### config.mk
export PLATFORM = sky130hd
export DESIGN_NAME = twbc_controller
export DESIGN_NICKNAME = d
export VERILOG_FILES = /design/src/logic/twbc_pkg.sv /design/src/logic/twbc_controller.sv
export SDC_FILE = /design/constraint.sdc
export NUM_CORES = 1
export LEC_CHECK = 0
export BUFFER_PORTS_ARGS = -buffer_cell sky130_fd_sc_hd__buf_2
export CAP_MARGIN = 20
export CORE_ASPECT_RATIO = 1.4
export CORE_UTILIZATION = 50
export CTS_BUF_LIST = sky130_fd_sc_hd__clkbuf_4 sky130_fd_sc_hd__clkbuf_8
export DETAILED_ROUTE_END_ITERATION = 12
export PLACE_DENSITY = 0.78
export SLEW_MARGIN = 20
export SYNTH_ARGS = -nofsm -noshare
export SYNTH_HDL_FRONTEND = slang
export SYNTH_SLANG_ARGS = --single-unit
### constraint.sdc
create_clock -name core_clk_i -period 2.4 [get_ports core_clk_i]
set_input_delay 0.48 -clock core_clk_i [delete_from_list [all_inputs] [get_ports core_clk_i]]
set_output_delay 0.48 -clock core_clk_i [all_outputs]
set_load 0.02 [all_outputs]
### src/logic/twbc_pkg.sv
// Package for the two-wire bus controller: register map, fields, types
package twbc_pkg;
    // Register addresses on the microcontroller data space
    localparam logic [15:0] ADDR_CTRL_STAT = 16'h7f31;
    localparam logic [15:0] ADDR_OWN       = 16'h7f32;
    localparam logic [15:0] ADDR_DATA      = 16'h7f33;
    localparam logic [15:0] ADDR_CLK       = 16'h7f34;
    // Reset values and general call address
    localparam logic [7:0]  STATUS_RST     = 8'h81;
    localparam logic [7:0]  CTRL_RST       = 8'h00;
    localparam logic [7:0]  OWN_RST        = 8'h00;
    localparam logic [7:0]  DATA_RST       = 8'h00;
    localparam logic [7:0]  CLK_RST        = 8'h00;
    localparam logic [6:0]  GENERAL_CALL   = 7'h00;
    // Control write fields
    localparam int C_PIN = 7;
    localparam int C_ESO = 6;
    localparam int C_ENI = 3;
    localparam int C_STA = 2;
    localparam int C_STO = 1;
    localparam int C_ACK = 0;
    // Status read fields
    localparam int S_PIN = 7;
    localparam int S_STS = 5;
    localparam int S_BER = 4;
    localparam int S_LRB = 3;
    localparam int S_AAS = 2;
    localparam int S_LAB = 1;
    localparam int S_NBB = 0;
    // Own address, data and clock register fields
    localparam int OWN_MSB  = 6;
    localparam int DATA_MSB = 7;
    localparam int RW_BIT   = 0;
    localparam int K_RST    = 7;
    localparam int SEL_MSB  = 1;
    localparam int SEL_LSB  = 0;
    localparam logic [1:0] SEL_OFF  = 2'h0;
    localparam logic [1:0] SEL_SLOW = 2'h1;
    localparam logic [1:0] SEL_MCU  = 2'h2;
    localparam logic [1:0] SEL_FAST = 2'h3;
    // SCL phases in source clock periods: high 96, low 144
    localparam logic [7:0] SCL_HIGH_PERIODS = 8'h60;
    localparam logic [7:0] SCL_LOW_PERIODS  = 8'h90;
    localparam logic [7:0] CNT_ONE          = 8'h01;
    localparam logic [3:0] ACK_SLOT         = 4'h8;
    localparam logic [3:0] BYTE_DONE        = 4'h9;
    localparam logic [3:0] BIT_ONE          = 4'h1;

    typedef enum logic [3:0] {
        M_IDLE, M_START, M_BIT_LOW, M_BIT_HIGH, M_HOLD,
        M_RS_LOW, M_RS_HIGH, M_STOP_LOW, M_STOP_HIGH
    } twbc_mst_e;

    typedef struct packed {
        logic        wr;
        logic        rd;
        logic [15:0] addr;
        logic [7:0]  wdata;
    } twbc_req_s;

    typedef struct packed {
        logic [2:0] scl_sy;
        logic [2:0] sda_sy;
        logic       serial_output_enable, irq_enable, begin_request, end_request, ack;
        logic       pin, sts, bus_error, last_received_bit, addressed_as_slave, lost_arbitration, bus_idle_flag;
        logic [6:0] own;
        logic [7:0] shift;
        logic       soft_rst;
        logic [1:0] sel;
        twbc_mst_e  mst;
        logic       master, trm, addr_ph, sta_pend, sto_pend;
        logic [3:0] bcnt;
        logic [7:0] cnt;
        logic       slv_act, hold, scl_low, sda_low;
        logic [7:0] rdata;
        logic       irq_n, wake;
    } twbc_state_s;
endpackage

### src/logic/twbc_controller.sv
// Two-wire bus controller: registers, master and slave byte engine
//
// Behaviour
// - Set addressed flag on own or general call address; general call flag too.
// - Set lost arbitration flag when another master wins the bus.
// - Bus idle flag cleared by START, set by STOP, read only.
// - Own address holds seven bits, compared one bit offset against received byte.
// - Own address resets to zero.
// - Receive shifts data until acknowledge, then holds SCL low until data read.
// - Transmit starts sending a byte once written, with serial output enabled.
// - Clock select: 00 off, 01 slow, 10 microcontroller, 11 fast source.
// - One bit takes 240 source periods: 96 high, 144 low.
// - Source clock rate sets SCL rate through that fixed ratio.
// - Soft reset bit reinitialises the block while high, never clears itself.
// - Writing pending bit one clears all flags but bus idle; zero does nothing.
// - Control write and status read share one address; resets 0x00 and 0x81.
// - Registers reached only over microcontroller bus at consecutive addresses.
// - A START condition on the bus raises a wake-up to the microcontroller.
// - Pending goes low after nine clocks; high on data write or read.
// - Start/stop bits: start, stop, stop then start, or nothing.
// - Acknowledge bit drives ACK on ninth clock; cleared sends not-acknowledge.
// - Interrupt enable drives interrupt low while pending is low.
`timescale 1ns/10ps
module twbc_controller (
    input  logic                core_clk_i,
    input  logic                reset_i,
    input  twbc_pkg::twbc_req_s req_i,
    output logic [7:0]          rdata_o,
    input  logic                tick_32k_i,
    input  logic                tick_mcu_i,
    input  logic                tick_24m_i,
    input  logic                scl_in_i,
    output logic                scl_out_o,
    output logic                scl_oe_o,
    input  logic                sda_in_i,
    output logic                sda_out_o,
    output logic                sda_oe_o,
    output logic                controller_irq_n_o,
    output logic                wake_o
);
    import twbc_pkg::*;

    twbc_state_s s_r;
    twbc_state_s s_nxt;
    logic        tick;
    logic        act;
    logic        run;
    logic        scl_h;
    logic        scl_p;
    logic        sda_h;
    logic        sda_p;
    logic        start_det;
    logic        stop_det;
    logic        rise;
    logic        fall;
    logic        gcall;
    logic        match;
    logic        drv;
    logic        hi_done;
    logic        lo_done;
    logic [7:0]  stat;
    logic [7:0]  wd;

    function automatic twbc_state_s init_state();
        twbc_state_s v;
        v          = '0;
        v.scl_sy   = '1;
        v.sda_sy   = '1;
        v.pin      = STATUS_RST[S_PIN];
        v.bus_idle_flag      = STATUS_RST[S_NBB];
        v.serial_output_enable      = CTRL_RST[C_ESO];
        v.irq_enable      = CTRL_RST[C_ENI];
        v.ack      = CTRL_RST[C_ACK];
        v.own      = OWN_RST[OWN_MSB:0];
        v.shift    = DATA_RST;
        v.soft_rst = CLK_RST[K_RST];
        v.sel      = CLK_RST[SEL_MSB:SEL_LSB];
        v.irq_n    = 1'b1;
        v.mst      = M_IDLE;
        return v;
    endfunction

    // Soft reset keeps the clock register, synchronisers and read data
    function automatic twbc_state_s reinit(twbc_state_s k);
        twbc_state_s v;
        v          = init_state();
        v.scl_sy   = k.scl_sy;
        v.sda_sy   = k.sda_sy;
        v.soft_rst = k.soft_rst;
        v.sel      = k.sel;
        v.rdata    = k.rdata;
        return v;
    endfunction

    ////////////////////////////////////////////////////////////////////////////
    always_comb begin
        s_nxt        = s_r;
        wd           = req_i.wdata;
        s_nxt.scl_sy = {s_r.scl_sy[1:0], scl_in_i};
        s_nxt.sda_sy = {s_r.sda_sy[1:0], sda_in_i};
        s_nxt.wake   = 1'b0;
        scl_h        = s_r.scl_sy[1];
        scl_p        = s_r.scl_sy[2];
        sda_h        = s_r.sda_sy[1];
        sda_p        = s_r.sda_sy[2];
        unique case (s_r.sel)
            SEL_OFF:  tick = 1'b0;
            SEL_SLOW: tick = tick_32k_i;
            SEL_MCU:  tick = tick_mcu_i;
            SEL_FAST: tick = tick_24m_i;
        endcase
        act       = (s_r.sel != SEL_OFF) && !s_r.soft_rst;
        run       = act && s_r.serial_output_enable;
        start_det = scl_h && scl_p && sda_p && !sda_h;
        stop_det  = scl_h && scl_p && !sda_p && sda_h;
        rise      = scl_h && !scl_p;
        fall      = !scl_h && scl_p;
        gcall     = s_r.shift[DATA_MSB:1] == GENERAL_CALL;
        match     = gcall || (s_r.shift[DATA_MSB:1] == s_r.own);
        drv       = (s_r.bcnt == ACK_SLOT) ? (!s_r.trm && s_r.ack) : (s_r.trm && !s_r.shift[DATA_MSB]);
        hi_done   = tick && scl_h && (s_r.cnt == SCL_HIGH_PERIODS - CNT_ONE);
        lo_done   = tick && (s_r.cnt == SCL_LOW_PERIODS - CNT_ONE);
        stat        = '0;
        stat[S_PIN] = s_r.pin;
        stat[S_STS] = s_r.sts;
        stat[S_BER] = s_r.bus_error;
        stat[S_LRB] = s_r.last_received_bit;
        stat[S_AAS] = s_r.addressed_as_slave;
        stat[S_LAB] = s_r.lost_arbitration;
        stat[S_NBB] = s_r.bus_idle_flag;

        ////////////////////////////////////////////////////////////////////////
        // Register reads, one cycle latency
        if (req_i.rd) begin
            case (req_i.addr)
                ADDR_CTRL_STAT: begin
                    s_nxt.rdata = s_r.serial_output_enable ? stat : {s_r.pin, 3'h0, s_r.irq_enable, s_r.begin_request, s_r.end_request, s_r.ack};
                end
                ADDR_OWN: begin
                    s_nxt.rdata = {1'b0, s_r.own};
                end
                ADDR_DATA: begin
                    s_nxt.rdata = s_r.shift;
                    if (!s_r.trm && !s_r.pin) begin
                        s_nxt.pin = 1'b1;
                    end
                end
                ADDR_CLK: begin
                    s_nxt.rdata = {s_r.soft_rst, 5'h00, s_r.sel};
                end
                default: begin
                    s_nxt.rdata = 8'h00;
                end
            endcase
        end

        // Register writes
        if (req_i.wr) begin
            case (req_i.addr)
                ADDR_CTRL_STAT: begin
                    s_nxt.serial_output_enable = wd[C_ESO];
                    s_nxt.irq_enable = wd[C_ENI];
                    s_nxt.begin_request = wd[C_STA];
                    s_nxt.end_request = wd[C_STO];
                    s_nxt.ack = wd[C_ACK];
                    if (wd[C_PIN]) begin
                        s_nxt.pin = 1'b1;
                        s_nxt.sts = 1'b0;
                        s_nxt.bus_error = 1'b0;
                        s_nxt.last_received_bit = 1'b0;
                        s_nxt.addressed_as_slave = 1'b0;
                        s_nxt.lost_arbitration = 1'b0;
                    end
                    s_nxt.sta_pend = wd[C_STA] && (s_r.master || !wd[C_STO]);
                    s_nxt.sto_pend = wd[C_STO] && s_r.master;
                end
                ADDR_OWN: begin
                    s_nxt.own = wd[OWN_MSB:0];
                end
                ADDR_DATA: begin
                    s_nxt.shift = wd;
                    if (s_r.trm && !s_r.pin) begin
                        s_nxt.pin = 1'b1;
                        if (s_r.hold) begin
                            s_nxt.sda_low = !wd[DATA_MSB];
                        end
                    end
                end
                ADDR_CLK: begin
                    s_nxt.soft_rst = wd[K_RST];
                    s_nxt.sel      = wd[SEL_MSB:SEL_LSB];
                end
                default: begin
                end
            endcase
        end

        ////////////////////////////////////////////////////////////////////////
        // Bus condition tracking
        if (act) begin
            if (start_det) begin
                s_nxt.bus_idle_flag  = 1'b0;
                s_nxt.wake = 1'b1;
            end
            if (stop_det) begin
                s_nxt.bus_idle_flag = 1'b1;
            end
        end

        // Slave engine follows SCL edges from the bus
        if (run && !s_r.master) begin
            if (start_det) begin
                s_nxt.bcnt    = '0;
                s_nxt.addr_ph = 1'b1;
                s_nxt.slv_act = 1'b1;
                s_nxt.trm     = 1'b0;
                s_nxt.sda_low = 1'b0;
            end else if (stop_det) begin
                s_nxt.slv_act = 1'b0;
                s_nxt.sda_low = 1'b0;
                if (s_r.addressed_as_slave && !s_r.trm) begin
                    s_nxt.sts = 1'b1;
                    s_nxt.pin = 1'b0;
                end
            end else if (s_r.slv_act && rise) begin
                if (s_r.bcnt == ACK_SLOT) begin
                    if (!s_r.addr_ph) begin
                        s_nxt.last_received_bit = sda_h;
                    end
                end else begin
                    s_nxt.shift = {s_r.shift[DATA_MSB-1:0], sda_h};
                end
                s_nxt.bcnt = s_r.bcnt + BIT_ONE;
            end else if (s_r.slv_act && fall) begin
                if (s_r.bcnt == ACK_SLOT) begin
                    if (!s_r.addr_ph) begin
                        s_nxt.sda_low = !s_r.trm && s_r.ack;
                    end else if (match) begin
                        s_nxt.addressed_as_slave     = 1'b1;
                        s_nxt.last_received_bit     = gcall;
                        s_nxt.trm     = s_r.shift[RW_BIT];
                        s_nxt.sda_low = s_r.ack;
                    end else begin
                        s_nxt.slv_act = 1'b0;
                    end
                end else if (s_r.bcnt == BYTE_DONE) begin
                    s_nxt.bcnt    = '0;
                    s_nxt.addr_ph = 1'b0;
                    s_nxt.sda_low = 1'b0;
                    if (s_r.trm && s_r.last_received_bit && !s_r.addr_ph) begin
                        s_nxt.slv_act = 1'b0;
                    end else begin
                        s_nxt.pin     = 1'b0;
                        s_nxt.hold    = 1'b1;
                        s_nxt.scl_low = 1'b1;
                    end
                end else begin
                    s_nxt.sda_low = s_r.trm && !s_r.shift[DATA_MSB];
                end
            end
            if (s_r.hold && s_r.pin) begin
                s_nxt.hold    = 1'b0;
                s_nxt.scl_low = 1'b0;
            end
        end

        ////////////////////////////////////////////////////////////////////////
        // Master engine; phase counter clears to zero while SCL is stretched
        if (run) begin
            if (tick) begin
                s_nxt.cnt = (scl_h || s_r.scl_low) ? s_r.cnt + CNT_ONE : '0;
            end
            if (s_r.master && (start_det || stop_det) && (s_r.mst == M_BIT_LOW || s_r.mst == M_BIT_HIGH)) begin
                s_nxt.bus_error     = 1'b1;
                s_nxt.pin     = 1'b0;
                s_nxt.master  = 1'b0;
                s_nxt.scl_low = 1'b0;
                s_nxt.sda_low = 1'b0;
                s_nxt.mst     = M_IDLE;
            end else begin
                unique case (s_r.mst)
                    M_IDLE: begin
                        if (s_r.sta_pend && s_r.bus_idle_flag && !s_r.hold) begin
                            s_nxt.master   = 1'b1;
                            s_nxt.trm      = 1'b1;
                            s_nxt.addr_ph  = 1'b1;
                            s_nxt.sta_pend = 1'b0;
                            s_nxt.slv_act  = 1'b0;
                            s_nxt.sda_low  = 1'b1;
                            s_nxt.cnt      = '0;
                            s_nxt.mst      = M_START;
                        end
                    end
                    M_START: begin
                        if (hi_done) begin
                            s_nxt.scl_low = 1'b1;
                            s_nxt.cnt     = '0;
                            s_nxt.bcnt    = '0;
                            s_nxt.mst     = M_BIT_LOW;
                        end
                    end
                    M_BIT_LOW: begin
                        s_nxt.sda_low = drv;
                        if (lo_done) begin
                            s_nxt.scl_low = 1'b0;
                            s_nxt.cnt     = '0;
                            s_nxt.mst     = M_BIT_HIGH;
                        end
                    end
                    M_BIT_HIGH: begin
                        if (tick && scl_h && s_r.cnt == '0) begin
                            if (s_r.bcnt == ACK_SLOT) begin
                                s_nxt.last_received_bit = sda_h;
                            end else begin
                                s_nxt.shift = {s_r.shift[DATA_MSB-1:0], sda_h};
                            end
                        end
                        if (tick && scl_h && s_r.cnt == '0 && s_r.bcnt != ACK_SLOT
                            && s_r.trm && !s_r.sda_low && !sda_h) begin
                            s_nxt.lost_arbitration     = 1'b1;
                            s_nxt.pin     = 1'b0;
                            s_nxt.master  = 1'b0;
                            s_nxt.slv_act = 1'b1;
                            s_nxt.bcnt    = s_r.bcnt + BIT_ONE;
                            s_nxt.mst     = M_IDLE;
                        end else if (hi_done) begin
                            s_nxt.scl_low = 1'b1;
                            s_nxt.cnt     = '0;
                            if (s_r.bcnt == ACK_SLOT) begin
                                s_nxt.pin     = 1'b0;
                                s_nxt.bcnt    = '0;
                                s_nxt.sda_low = 1'b0;
                                s_nxt.mst     = M_HOLD;
                                if (s_r.addr_ph) begin
                                    s_nxt.trm     = !s_r.shift[RW_BIT];
                                    s_nxt.addr_ph = 1'b0;
                                end
                            end else begin
                                s_nxt.bcnt = s_r.bcnt + BIT_ONE;
                                s_nxt.mst  = M_BIT_LOW;
                            end
                        end
                    end
                    M_HOLD: begin
                        if (s_r.sto_pend) begin
                            s_nxt.sto_pend = 1'b0;
                            s_nxt.sda_low  = 1'b1;
                            s_nxt.cnt      = '0;
                            s_nxt.mst      = M_STOP_LOW;
                        end else if (s_r.pin) begin
                            s_nxt.cnt = '0;
                            if (s_r.sta_pend) begin
                                s_nxt.sta_pend = 1'b0;
                                s_nxt.addr_ph  = 1'b1;
                                s_nxt.trm      = 1'b1;
                                s_nxt.mst      = M_RS_LOW;
                            end else begin
                                s_nxt.mst = M_BIT_LOW;
                            end
                        end
                    end
                    M_RS_LOW: begin
                        if (lo_done) begin
                            s_nxt.scl_low = 1'b0;
                            s_nxt.cnt     = '0;
                            s_nxt.mst     = M_RS_HIGH;
                        end
                    end
                    M_RS_HIGH: begin
                        if (hi_done) begin
                            s_nxt.sda_low = 1'b1;
                            s_nxt.cnt     = '0;
                            s_nxt.mst     = M_START;
                        end
                    end
                    M_STOP_LOW: begin
                        if (lo_done) begin
                            s_nxt.scl_low = 1'b0;
                            s_nxt.cnt     = '0;
                            s_nxt.mst     = M_STOP_HIGH;
                        end
                    end
                    M_STOP_HIGH: begin
                        if (hi_done) begin
                            s_nxt.sda_low = 1'b0;
                            s_nxt.master  = 1'b0;
                            s_nxt.trm     = 1'b0;
                            s_nxt.mst     = M_IDLE;
                        end
                    end
                endcase
            end
        end

        s_nxt.irq_n = !(s_nxt.irq_enable && !s_nxt.pin);
        if (s_r.soft_rst) begin
            s_nxt = reinit(s_nxt);
        end
        if (reset_i) begin
            s_nxt = init_state();
        end
    end

    always_ff @(posedge core_clk_i) begin
        s_r <= s_nxt;
    end

    assign rdata_o            = s_r.rdata;
    assign scl_out_o          = 1'b0;
    assign scl_oe_o           = s_r.scl_low;
    assign sda_out_o          = 1'b0;
    assign sda_oe_o           = s_r.sda_low;
    assign controller_irq_n_o = s_r.irq_n;
    assign wake_o             = s_r.wake;
endmodule

# [Yosys cells after proc, flatten, opt, wreduce, memory -nomap -nowiden]
# Index checks and enable logic that the tools add are counted.
[op_classes] reduce_logical=75 n_eq_ne=36 bitwise_logic=1 addsub=2 mux=171
[ops] operator="8-bit 2-to-1 mux" n=20
[ops] operator="4-bit 2-to-1 mux" n=22
[ops] operator="1-bit 2-to-1 mux" n=66
[ops] operator="16-bit by 15-bit == test with 1-bit output, second input constant" n=4
[ops] operator="2-bit 2-to-1 mux" n=31
[ops] operator="8-bit one-hot mux with 6 select lines" n=1
[ops] operator="4-bit one-hot mux with 9 select lines" n=1
[ops] operator="1-bit logical AND" n=35
[ops] operator="17-bit 2-to-1 mux" n=2
[ops] operator="8-bit one-hot mux with 4 select lines" n=1
[ops] operator="12-bit 2-to-1 mux" n=2
[ops] operator="3-bit 2-to-1 mux" n=7
[ops] operator="6-bit 2-to-1 mux" n=3
[ops] operator="3-bit inequality test, second input constant" n=6
[ops] operator="1-bit logical NOT" n=17
[ops] operator="4-bit by 3-bit == test with 1-bit output, second input constant" n=4
[ops] operator="4-bit == test, second input constant" n=3
[ops] operator="11-bit 2-to-1 mux" n=1
[ops] operator="10-bit 2-to-1 mux" n=1
[ops] operator="5-bit 2-to-1 mux" n=2
[ops] operator="10-bit AND reduction" n=1
[ops] operator="9-bit 2-to-1 mux" n=1
[ops] operator="1-bit one-hot mux with 3 select lines" n=3
[ops] operator="8-bit by 1-bit adder with 8-bit output, second input constant" n=1
[ops] operator="other kinds (31)" n=50
[totals] ff_bits=71

# [Depth between registers and ports, before layout]
# Gate-level depths: netlist of run 1.
[depth] depth_word=25 mapped_depth=9 ltp_nobuf=8

# [Worst setup path before layout of run 1]
# No wires, ideal clock.
[synth_path] path_type="register -> register" startpoint="reg s_r[22] (netlist name)" endpoint="reg s_r[22] (netlist name)" path_stages_with_launch=9 path_buffers=0 required_ps=2321 synth_period_minus_slack_ps=2298 arrival_time_ps=2218 setup_time_ps=79 setup_slack_ps=102 cell_sequence="dfxtp_1 -> inv_1 -> ha_1 -> and3b_4 -> or4_4 -> or4_4 -> a21oi_4 -> a21oi_2 -> a211oi_2"
[synth_between] elab_chain_cells=13 elab_cells_between_ends=22
[synth_lines] element="start, declared" line_no="twbc_controller.sv:43" rtl="twbc_state_s s_r;"
[synth_lines] element="start signal, assigned" line_no="twbc_controller.sv:405" rtl="s_r <= s_nxt;"
[synth_lines] element="4-bit == test" line_no="twbc_controller.sv:246" rtl="end else if (s_r.bcnt == BYTE_DONE) begin"
[synth_lines] element="4-bit 2-to-1 mux" line_no="twbc_controller.sv:246"
[synth_lines] element="4-bit 2-to-1 mux" line_no="twbc_controller.sv:235" rtl="if (s_r.bcnt == ACK_SLOT) begin"
[synth_lines] element="4-bit 2-to-1 mux" line_no="twbc_controller.sv:234" rtl="end else if (s_r.slv_act && fall) begin"
[synth_lines] element="4-bit 2-to-1 mux" line_no="twbc_controller.sv:225" rtl="end else if (s_r.slv_act && rise) begin"
[synth_lines] element="4-bit 2-to-1 mux" line_no="twbc_controller.sv:218" rtl="end else if (stop_det) begin"
[synth_lines] element="4-bit 2-to-1 mux" line_no="twbc_controller.sv:212" rtl="if (start_det) begin"
[synth_lines] element="4-bit 2-to-1 mux" line_no="twbc_controller.sv:211" rtl="if (run && !s_r.master) begin"
[synth_lines] element="12-bit 2-to-1 mux" line_no="twbc_controller.sv:326" rtl="end else if (hi_done) begin"
[synth_lines] element="4-bit 2-to-1 mux" line_no="twbc_controller.sv:318" rtl="if (tick && scl_h && s_r.cnt == '0 && s_r.bcnt != ACK_SLOT"
[synth_lines] element="4-bit one-hot mux with 2 select lines" line_no="twbc_controller.sv:281" rtl="unique case (s_r.mst)"
[synth_lines] element="17-bit 2-to-1 mux" line_no="twbc_controller.sv:273" rtl="if (s_r.master && (start_det || stop_det) && (s_r.mst == M_BIT_LOW || s_r.mst == M_BIT_HIGH)) begin"
[synth_lines] element="17-bit 2-to-1 mux *" line_no="twbc_controller.sv:269" rtl="if (run) begin"
# Mark *: on every way between the ends. The rest lies on a longest branch, timed or not.
# A chain may end at the register's enable or synchronous reset.

# [Worst setup path in the final report of run 1]
[layout_path] startpoint="reg s_r[22] (netlist name)" endpoint="reg s_r[34] (netlist name)"
[layout_between] elab_chain_cells=8 elab_cells_between_ends=10
[layout_lines] element="4-bit inequality test *" line_no="twbc_controller.sv:318"
[layout_lines] element="1-bit logical AND *" line_no="twbc_controller.sv:318"
[layout_lines] element="1-bit logical AND * (3 in a row)" line_no="twbc_controller.sv:319" rtl="&& s_r.trm && !s_r.sda_low && !sda_h) begin"
[layout_lines] element="4-bit 2-to-1 mux" line_no="twbc_controller.sv:318"
[layout_lines] element="4-bit one-hot mux with 9 select lines" line_no="twbc_controller.sv:281"
[layout_lines] element="5-bit 2-to-1 mux" line_no="twbc_controller.sv:273"
# Marked as above.

==> results of run 1 <==
-- power groups by stage --
| stage | sequential (W) | clock [W] | combinational (W) |
|---|---|---|---|
| after detailed placement | 0.00122 | 0 | 0.000155 |
| after CTS | 0.00119 | 0.00103 | 0.000157 |
| after global placement | 0.00122 | 0 | 0.000151 |
| final | 0.00119 | 0.00103 | 0.000162 |
| after global routing | 0.00119 | 0.00108 | 0.000172 |
| after floorplan | 0.00121 | 0 | 0.0000851 |
-- metal layers --
| metal | vias up | part of all wire, % |
|---|---|---|
| met4 | 0 | 7.8 |
| met3 | 100 | 6.5 |
| met5 | - | 0 |
| li1 | 2368 | - |
| met1 | 2438 | 36 |
| met2 | 286 | 50 |
-- worst paths after layout --
check / startpoint / endpoint / slack [ns] / cells after the start
setup / recovery: s_r[22]$_SDFF_PP0_ / s_r[34]$_SDFFE_PP0P_ / 0.008 / 8
hold reg to reg: s_r[68]$_SDFF_PP1_ / s_r[69]$_SDFF_PP1_ / 0.41 / 1
hold / removal: scl_in_i / s_r[68]$_SDFF_PP1_ / 0.29 / 2
setup reg to reg: s_r[22]$_SDFF_PP0_ / s_r[34]$_SDFFE_PP0P_ / 0.008 / 8
-- logic make-up after synthesis --
group / after synthesis / share of synthesized area, %
and+or+nand+nor: 256 / 30.06
buffers and inverters: 61 / 6.123
DFF: 71 / 29.98
other: 1 / 0.07910
xor gates and xnor gates: 12 / 2.217
AOI/OAI and AO/OA: 170 / 23.99
adders and majority gates: 5 / 1.320
muxes: 28 / 6.228
-- final cells by class --
class | count | area share [%]
multi-input cells | 473 | 55.15
flip-flops and latches | 71 | 25.70
repair buffers | 105 | 12.20
clock buffers | 10 | 2.475
well taps | 107 | 2.408
clock inverters | 6 | 1.215
inverters | 12 | 0.8551
-- stage by stage --
stage	hold slack, ns	util, %	setup WS (ns)	instances	power, W
2_1_floorplan	0.3895	-	0.1024	605	0.001299
3_3_place_gp	0.3919	57.74	0.06431	762	0.001368
3_5_place_dp	0.4029	57.74	-0.04590	762	0.001372
4_1_cts	0.2837	60.07	0.02660	778	0.002372
5_1_grt	0.2887	60.89	-0.09195	784	0.002442
6_report	0.2893	60.89	0.008167	784	0.002376
-- repair_timing --
item,in CTS,in global routing
endpoints found under the hold margin,0,0
resized for setup,2,10
setup endpoints to repair,4,10
pin swaps,1,5
buffers inserted,0,6
-- critical path, stage by stage (launching register included) --
cell,delay [ns]
dfxtp_4,0.38
inv_4,0.04
ha_4,0.15
and3b_4,0.19
or4_4,0.55
nor3_4,0.27
o21ai_2,0.11
a211oi_4,0.38
mux2i_1,0.24
-- synth_stat cells, types with 5 or more instances --
master	count
nand3b_1	6
nand2b_1	5
nor2b_1	10
nor4bb_1	5
a21oi_1	41
nor3_1	15
a31oi_1	5
nand3_1	28
or2_2	9
o22ai_1	5
mux2i_1	21
a21o_1	5
nand4_1	10
nand2_1	57
a22oi_1	8
nor2_1	54
and3_1	6
o21ai_0	38
mux2_2	5
xor2_1	10
buf_4	12
nor4_1	5
nor4b_1	7
buf_2	6
inv_1	12
nand4b_1	5
a211oi_1	7
ha_1	5
clkbuf_1	26
o21ai_1	10
dfxtp_1	71
-- sequential cells by signal (all words and copies together) (netlist names) --
register and cells:
s_r 59, rdata_o 8, controller_irq_n_o 1, scl_oe_o 1
sda_oe_o 1, wake_o 1
==> results.ini, run 1 <==
[status]
outcome=complete, no violations

[power]
p_int_w=0.001754
power_frac_clock_pct=43.2
switching_share_pct=26.19
ir_drop_v=0.0004164
cellPowerDensity_nw_per_um2=427.3
combPwrFrac_pct=6.8
seqPwrFrac_pct=50.0
leakage_nw=2.155
p_sw_w=0.0006223

[global_route]
use_met2_pct=59.89
antenna_found_initial=0
busiest_layer=met2
use_met3_pct=7.644
grt.met1_usage_pct=33.26
grt_max_degree=22
grt_pass1_vias=5030
gr-total-overflow=0
grt_pass1_wl_mm=25.12
track_usage_pct=33.33

[synth]
yosys_warnings=0
async_reset_ff_share_pct=0
avgSynthCellArea_sq_um=7.849
synth_area_leaders=dfxtp_1 (30%), nand2_1 (4.5%), mux2i_1 (4.4%)
ys_seq_area_share_pct=29.98
ys_types=87
synth_edf_count=0
netlist_instances=604
yosys.area.top_type=dfxtp_1
synth-seq-cells=71
synth_flop_cell=dfxtp_1
synth_top_area_share_pct=29.98
netlist_area_sq_um=4741

[setup_path]
cp-start-kind=flip-flop
cp.required_ns=2.70
cp_max_fo=4
worstSetupPathType=reg2reg
arrival_ns=2.69
crit_path_end_kind=flip-flop

[routing]
wl_per_cell_microns=20.81
drt_wl_total_mm=16.31
drtIter0Drc=410
firstDrtPassIters=5
drc=0
vias=5192
vias_per_cell=6.622
drtAntennaViolNets=0

[sta]
fin_skew_ns=0.01294
max_freq_mhz=418.1
slew_headroom_pct=56.54
period_needed_ns=2.392
rsz0062_at_grt=yes
slew_violations=0
finalCritPeriodShare_pct=99.66
finalSetupViolCount=0
hold_viol_final=0
tightest_slew_ns=0.6495
fin_tns_setup_ns=0

[cts]
ctsHoldBuffers=0
clockBufferDepth=2
clk_pin_slew_ns=0.09
clock_sinks=71
clkLatencyLatePin_ns=0.37
ctsRootBufferMaster=clkbuf_8
numCtsBuffers=9
cts_tree=yes
htree_levels=3

[placed_design]
numPortBuffers=44
gp_congestion=1.019
place_area_sq_um=5273
hpwl_mm=12.09

[floorplanning]
io_pins=47
fp.dieArea_sq_um=9881
dieHeight_microns=117.2
initial_core_util_pct=51.92
core_sq_um=9131
dieWidth_microns=84.30
num_rows=41

[cells_and_area]
drive_gt1_share_pct=24.67
insertedDiodeCount=0
nets=710
nFillCells=818
area_growth_pct=17.29
final_common_cell=dfxtp_1
mostFrequentLayoutCells=dfxtp_1 (69), buf_4 (61), nand2_1 (57), nor2_1 (54), buf_2 (44)
multi_input_area_sq_um=3067
final_area_sq_um=5560
seq_area_sq_um=1429

[job]
cap_viol_max_count=0

[worst_hold_path]
hold_class=in2reg

Note: power is estimated with default switching activity, not from simulation.
==> run 2: changes to the inputs <==
--- a/config.mk
+++ b/config.mk
@@ -5,6 +5,7 @@
 export SDC_FILE = /design/constraint.sdc
 export NUM_CORES = 1
 export LEC_CHECK = 0
+export ABC_AREA = 1
 export BUFFER_PORTS_ARGS = -buffer_cell sky130_fd_sc_hd__buf_2
 export CAP_MARGIN = 20
 export CORE_ASPECT_RATIO = 1.4
==> run 2 against run 1 <==
  * Final cell count is 14% higher
  * Via count is 3.1% lower
  * Core utilization is 3.9 points lower
  * Sequential power hardly changed
  * Combinational power is 23% lower
  * Sequential cell count stayed put
  * Total power is 0.89% higher
  * Design area is 8.0% lower
  * Sequential share of layout area is 2.1 points higher
  * First-iteration DRC count is 20% lower
  * Largest cell class unchanged
  * Highest routed layer unchanged
==> results.ini, run 2 <==
[synth]
yosys.cell_count.top_type=nand2_1  ; was dfxtp_1
netlist_instances=742  ; was 604
async_reset_ff_share_pct=0  ; unchanged
ys_seq_area_share_pct=30.94  ; was 29.98%
synth-seq-cells=71  ; unchanged
synth_area_leaders=dfxtp_1 (31%), nand2_1 (17%), inv_1 (8.3%)  ; was dfxtp_1 (30%), nand2_1 (4.5%), mux2i_1 (4.4%)
netlist_area_sq_um=4594  ; was 4741 sq um
ys_types=46  ; was 87
avgSynthCellArea_sq_um=6.192  ; was 7.849 sq um
yosys_warnings=0  ; unchanged
synth_flop_cell=dfxtp_1  ; unchanged
yosys.area.top_type=dfxtp_1  ; unchanged
synth_top_area_share_pct=30.94  ; was 29.98%
synth_edf_count=0  ; unchanged
synth_commonest_cells=nand2_1 (205), inv_1 (102), nor2_1 (76)  ; was dfxtp_1 (71), nand2_1 (57), nor2_1 (54)

[worst_hold_path]
hold_class=in2reg  ; unchanged

[setup_path]
crit_path_end_kind=flip-flop  ; unchanged
cp.required_ns=2.63  ; was 2.70 ns
arrival_ns=2.36  ; was 2.69 ns
cp_max_fo=12  ; was 4
worstSetupPathType=reg2reg  ; unchanged
path_cells=ha_1 -> nand3_1 -> nor3_1 -> nand3_2 -> nand2_1 -> nand2_1 -> a21oi_1 -> nand3_2 -> o21ai_0 -> nor2_1  ; was inv_4 -> ha_4 -> and3b_4 -> or4_4 -> nor3_4 -> o21ai_2 -> a211oi_4 -> mux2i_1
crit_path_top_delay_cell=dfxtp_1  ; was or4_4
max_stage_delay_ns=0.41  ; was 0.55 ns
cp-start-kind=flip-flop  ; unchanged

[sta]
finalCritPeriodShare_pct=88.87  ; was 99.66%
slew_headroom_pct=45.40  ; was 56.54%
tightest_slew_ns=0.8181  ; was 0.6495 ns
finalSetupViolCount=0  ; unchanged
slew_violations=0  ; unchanged
max_freq_mhz=468.8  ; was 418.1 MHz
fin_tns_setup_ns=0  ; unchanged
fin_skew_ns=0.007541  ; was 0.01294 ns
rsz0062_at_grt=no  ; was yes
hold_viol_final=0  ; unchanged
period_needed_ns=2.133  ; was 2.392 ns

[floorplanning]
io_pins=47  ; unchanged
fp.dieArea_sq_um=9582  ; was 9881 sq um
initial_core_util_pct=51.18  ; was 51.92%
dieHeight_microns=115.4  ; was 117.2 microns
dieWidth_microns=83.02  ; was 84.30 microns
num_rows=41  ; unchanged
core_sq_um=8977  ; was 9131 sq um

[global_route]
grt_max_degree=24  ; was 22
track_usage_pct=29.53  ; was 33.33%
antenna_found_initial=0  ; unchanged
gr-total-overflow=0  ; unchanged
grt_pass1_wl_mm=22.25  ; was 25.12 mm
grt_pass1_vias=4719  ; was 5030

[routing]
drtIter0Drc=326  ; was 410
wl_per_cell_microns=15.53  ; was 20.81 microns
drc=0  ; unchanged
vias_per_cell=5.611  ; was 6.622
drtAntennaViolNets=0  ; unchanged
firstDrtPassIters=5  ; unchanged
drt_wl_total_mm=13.93  ; was 16.31 mm
vias=5033  ; was 5192

[cts]
clock_sinks=71  ; unchanged
numCtsBuffers=9  ; unchanged
clkLatencyLatePin_ns=0.36  ; was 0.37 ns
clockBufferDepth=2  ; unchanged
htree_levels=3  ; unchanged
cts_setup_buffers=0  ; unchanged
ctsRootBufferMaster=clkbuf_8  ; unchanged
clk_pin_slew_ns=0.08  ; was 0.09 ns
cts_tree=yes  ; unchanged

[cells_and_area]
final_common_cell=nand2_1  ; was dfxtp_1
nFillCells=898  ; was 818
nets=823  ; was 710
mostFrequentLayoutCells=nand2_1 (205), inv_1 (102), nor2_1 (76), dfxtp_1 (71), a21oi_1 (59)  ; was dfxtp_1 (69), buf_4 (61), nand2_1 (57), nor2_1 (54), buf_2 (44)
regMostFlops=s_r  ; unchanged
final_area_sq_um=5117  ; was 5560 sq um
drive_gt1_share_pct=12.78  ; was 24.67%
largest_register_ffs=59  ; unchanged
fin_util_pct=57.00  ; was 60.89%
insertedDiodeCount=0  ; unchanged
area_growth_pct=11.38  ; was 17.29%

[placed_design]
hpwl_mm=10.86  ; was 12.09 mm
numPortBuffers=44  ; unchanged
place_area_sq_um=4891  ; was 5273 sq um
gp_congestion=0.9678  ; was 1.019

[status]
outcome=complete, no violations  ; unchanged

[job]
cap_viol_max_count=0  ; unchanged

[power]
ir_drop_v=0.0004350  ; was 0.0004164 V
leakage_nw=2.289  ; was 2.155 nW
cellPowerDensity_nw_per_um2=468.4  ; was 427.3 nW/um^2

[run 2: cell count changes after synthesis, moves of 9 or more]
| cell | before | now |
|---|---|---|
| nand2_1 | 57 | 205 |
| inv_1 | 12 | 102 |
| nand3_1 | 28 | 50 |
| nor2_1 | 54 | 76 |
| mux2i_1 | 21 | 2 |
| a21oi_1 | 41 | 59 |
| clkbuf_1 | 26 | 9 |
| o21ai_0 | 38 | 50 |
| nor2b_1 | 10 | 0 |
| o21ai_1 | 10 | 1 |
[run 2: worst paths after layout]
check                                           from                    to  slack (ns)  depth (start not counted)
worst max-delay path            s_r[14]$_SDFFE_PP0P_  s_r[32]$_SDFFE_PP0P_        0.27                         10
worst min-delay path                        scl_in_i    s_r[68]$_SDFF_PP1_        0.30                          2
worst max register to register  s_r[14]$_SDFFE_PP0P_  s_r[32]$_SDFFE_PP0P_        0.27                         10
worst min register to register    s_r[68]$_SDFF_PP1_    s_r[69]$_SDFF_PP1_        0.42                          1
[run 2: metal layers]
layer	vias to the layer above	part of all wire [%]	wire (microns)	track usage (%)
li1	2494	-	-	-
met1	2279	39	5411	31.40
met2	198	50	6912	53.06
met3	62	4.6	647	3.775
met4	0	6.9	957	23.45
met5	-	0	0	0
[run 2: logic make-up after synthesis]
logic type	after synthesis	share of synthesized area (%)
xor+xnor	7	1.334
mux	2	0.4357
fa+ha+maj	5	1.362
other cells	1	0.08162
buf+inv	134	12.25
compound gates	140	17.16
simple gates	382	36.44
flops	71	30.94
[run 2: stage by stage]
step	std cells	total power, W	hold slack, ns	worst slack (ns)
floorplan	743	0.001281	0.3895	0.7066
global placement	881	0.001333	0.3943	0.2766
detailed placement	881	0.001337	0.3997	0.2095
CTS	897	0.002404	0.2944	0.2118
global route	897	0.002473	0.2974	0.1263
finish	897	0.002397	0.2965	0.2670
[run 2: report_power, final]
group	internal [W]	switching (W)
sequential	0.00118	0.00000522
combinational	0.0000411	0.0000830
clock	0.000586	0.000499
total	0.00181	0.000588
[run 2: cell type report]
| class | instances | area (sq um) | area share, % |
|---|---|---|---|
| clock buffer | 9 | 123.9 | 2.421 |
| clock inverter | 7 | 97.59 | 1.907 |
| inverter | 109 | 411.6 | 8.044 |
| multi-input combinational | 538 | 2619 | 51.17 |
| sequential | 71 | 1421 | 27.77 |
| tap | 107 | 133.9 | 2.616 |
| timing repair buffer | 56 | 310.3 | 6.064 |
[run 2: critical path: cells and delay by family (launching register included)]
kind / cells / cell delay [ns]
flops: 1 / 0.41
fa+ha+maj: 1 / 0.22
simple gates: 7 / 1.03
compound gates: 2 / 0.34
[run 2: repair_timing]
action                     4_1_cts  5_1_grt
setup endpoints to repair        0        1
hold buffers                     0        0
gates resized for setup          0        1
==> run 3: changes to the inputs <==
--- a/config.mk
+++ b/config.mk
@@ -12,7 +12,7 @@
 export CORE_UTILIZATION = 50
 export CTS_BUF_LIST = sky130_fd_sc_hd__clkbuf_4 sky130_fd_sc_hd__clkbuf_8
 export DETAILED_ROUTE_END_ITERATION = 12
-export PLACE_DENSITY = 0.78
+export PLACE_DENSITY = 0.75
 export SLEW_MARGIN = 20
 export SYNTH_ARGS = -nofsm -noshare
 export SYNTH_HDL_FRONTEND = slang
==> constraint.sdc (replaced) <==
create_clock -name core_clk_i -period 2.16 [get_ports core_clk_i]
set_input_delay 0.432 -clock core_clk_i [delete_from_list [all_inputs] [get_ports core_clk_i]]
set_output_delay 0.432 -clock core_clk_i [all_outputs]
set_load 0.02 [all_outputs]
==> run 3 against run 2 <==
  * Core utilization grew 0.57 points
  * Critical path depth is the same
  * Worst setup slack got worse by 0.099 ns
  * Highest routed layer unchanged
==> results.ini, run 3 (same netlist as run 2, synthesis figures left out) <==
[status]
outcome=complete, no violations  ; unchanged

[cells_and_area]
mostFrequentLayoutCells=nand2_1 (205), inv_1 (101), nor2_1 (75), dfxtp_1 (71), a21oi_1 (59)  ; was nand2_1 (205), inv_1 (102), nor2_1 (76), dfxtp_1 (71), a21oi_1 (59)
fin_util_pct=57.57  ; was 57.00%
drive_gt1_share_pct=13.60  ; was 12.78%
seq_area_sq_um=1421  ; unchanged
nFillCells=931  ; was 898
area_growth_pct=12.50  ; was 11.38%
final_area_sq_um=5169  ; was 5117 sq um
nets=828  ; was 823
final_common_cell=nand2_1  ; unchanged
final_cells=901  ; was 897
insertedDiodeCount=0  ; unchanged
multi_input_area_sq_um=2626  ; was 2619 sq um
largest_register_ffs=59  ; unchanged
regMostFlops=s_r  ; unchanged

[worst_hold_path]
min_to=s_r[68]$_SDFF_PP1_  ; unchanged
worstHoldStart=scl_in_i  ; unchanged
hold_path_depth=2  ; unchanged
hold_class=in2reg  ; unchanged

[routing]
drtAntennaViolNets=0  ; unchanged
vias=5149  ; was 5033
wl_per_cell_microns=16.24  ; was 15.53 microns
drc=0  ; unchanged
vias_per_cell=5.715  ; was 5.611
firstDrtPassIters=6  ; was 5
drt_wl_total_mm=14.64  ; was 13.93 mm
drtIter0Drc=468  ; was 326

[global_route]
grt_max_degree=31  ; was 24
grt_pass1_wl_mm=23.09  ; was 22.25 mm
gr-total-overflow=0  ; unchanged
antenna_found_initial=0  ; unchanged
grt_pass1_vias=4874  ; was 4719
track_usage_pct=30.80  ; was 29.53%

[cts]
htree_levels=3  ; unchanged
clkLatencyLatePin_ns=0.37  ; was 0.36 ns
clockBufferDepth=2  ; unchanged
ctsHoldBuffers=0  ; unchanged
ctsRootBufferMaster=clkbuf_8  ; unchanged
clk_pin_slew_ns=0.08  ; about the same
clock_sinks=71  ; unchanged
numCtsBuffers=9  ; unchanged
cts_tree=yes  ; unchanged

[floorplanning]
dieWidth_microns=83.02  ; unchanged
io_pins=47  ; unchanged
initial_core_util_pct=51.18  ; unchanged
num_rows=41  ; unchanged
core_sq_um=8977  ; unchanged
dieHeight_microns=115.4  ; unchanged
fp.dieArea_sq_um=9582  ; unchanged

[setup_path]
crit_path_end_kind=flip-flop  ; unchanged
worst-path-buf-inv=2  ; was 0
cpLargestDelayFamily=simple AND/OR/NAND/NOR gates  ; unchanged
cp-start-kind=flip-flop  ; unchanged
path_cells=inv_1 -> ha_1 -> nand2_1 -> inv_2 -> nor2_1 -> nand2_1 -> nand3_1 -> nand3_2 -> o21ai_0 -> nor2_1  ; was ha_1 -> nand3_1 -> nor3_1 -> nand3_2 -> nand2_1 -> nand2_1 -> a21oi_1 -> nand3_2 -> o21ai_0 -> nor2_1
max_stage_delay_ns=0.42  ; was 0.41 ns
arrival_ns=2.26  ; was 2.36 ns
cp.required_ns=2.43  ; was 2.63 ns
crit_cells=10  ; unchanged
rr_endpoint=s_r[31]$_SDFFE_PP0P_  ; was s_r[32]$_SDFFE_PP0P_
worstSetupPathType=reg2reg  ; unchanged
crit_path_top_delay_cell=dfxtp_1  ; unchanged
reg2reg_from=s_r[22]$_SDFF_PP0_  ; was s_r[14]$_SDFFE_PP0P_
cp_max_fo=8  ; was 12
rr_worst_depth=10  ; unchanged
regToRegSetupSlack_ns=0.17  ; was 0.27 ns

[sta]
finalCritPeriodShare_pct=92.22  ; was 88.87%
fin_tns_setup_ns=0  ; unchanged
slew_violations=0  ; unchanged
slew_headroom_pct=64.45  ; was 45.40%
hold_viol_final=0  ; unchanged
rsz0062_at_grt=no  ; unchanged
period_needed_ns=1.992  ; was 2.133 ns
max_freq_mhz=502.0  ; was 468.8 MHz
finalSetupViolCount=0  ; unchanged
fin_skew_ns=0.006041  ; was 0.007541 ns
whs_ns=0.2468  ; was 0.2965 ns
tightest_slew_ns=0.5277  ; was 0.8181 ns

[placed_design]
numPortBuffers=44  ; unchanged
place_area_sq_um=4938  ; was 4891 sq um
dp_cells=884  ; was 881
gp_congestion=1.001  ; was 0.9678
hpwl_mm=11.26  ; was 10.86 mm

[power]
cellPowerDensity_nw_per_um2=505.7  ; was 468.4 nW/um^2
leakage_nw=2.305  ; was 2.289 nW
ir_drop_v=0.0003355  ; was 0.0004350 V

[job]
cap_viol_max_count=0  ; unchanged

==> run 3: repair_timing <==
item | 4_1_cts | 5_1_grt
setup endpoints to repair | 0 | 21
resized for setup | 0 | 4
setup buffers | 0 | 2
endpoints found under the hold margin | 0 | 0
==> run 3: final cells by class <==
| class | instances | share of cell area [%] |
|---|---|---|
| clock buffers | 11 | 2.929 |
| clock inverters | 4 | 1.041 |
| inverters | 109 | 7.964 |
| multi-input cells | 538 | 50.81 |
| flip-flops and latches | 71 | 27.50 |
| well taps | 107 | 2.590 |
| repair buffers | 61 | 7.165 |
==> run 3: worst max path at each step <==
stage,startpoint,end,slack [ns]
floorplan,s_r[14]$_SDFFE_PP0P_,s_r[32]$_SDFFE_PP0P_,0.48
global placement,tick_32k_i,controller_irq_n_o$_SDFF_PP1_,0.16
detailed placement,s_r[14]$_SDFFE_PP0P_,s_r[29]$_SDFF_PP0_,0.08
CTS,s_r[14]$_SDFFE_PP0P_,controller_irq_n_o$_SDFF_PP1_,0.07
global route,s_r[22]$_SDFF_PP0_,s_r[32]$_SDFFE_PP0P_,0.005
finish,s_r[22]$_SDFF_PP0_,s_r[31]$_SDFFE_PP0P_,0.17
==> run 3: stage by stage <==
| step | total power, W | worst slack, ns |
|---|---|---|
| 5_1_grt | 0.002696 | 0.005373 |
| 3_5_place_dp | 0.001492 | 0.07902 |
| 3_3_place_gp | 0.001489 | 0.1608 |
| 4_1_cts | 0.002621 | 0.06927 |
| 2_1_floorplan | 0.001424 | 0.4762 |
| 6_report | 0.002614 | 0.1681 |
==> run 3: report_power, final <==
group | total (W) | switching [W] | internal, W | leakage (nW)
sequential | 0.00132 | 0.00000510 | 0.00131 | 0.573
combinational | 0.000147 | 0.0000960 | 0.0000505 | 1.63
clock | 0.00115 | 0.000555 | 0.000594 | 0.0980
total | 0.00261 | 0.000656 | 0.00196 | 2.31
==> run 3: worst reg2reg max path: cells and delay by family, from the launching register on <==
family | cells | cell delay (ns)
simple gates | 6 | 0.81
flops | 1 | 0.42
fa+ha+maj | 1 | 0.25
buf+inv | 2 | 0.22
compound gates | 1 | 0.20
==> run 3: per-layer routing <==
layer / vias to the layer above / routed length, microns / GRT usage, %
li1: 2499 / - / -
met1: 2355 / 5426 / 30.90
met2: 225 / 7482 / 58.09
met3: 70 / 808 / 4.487
met4: 0 / 918 / 22.64
met5: - / 0 / 0
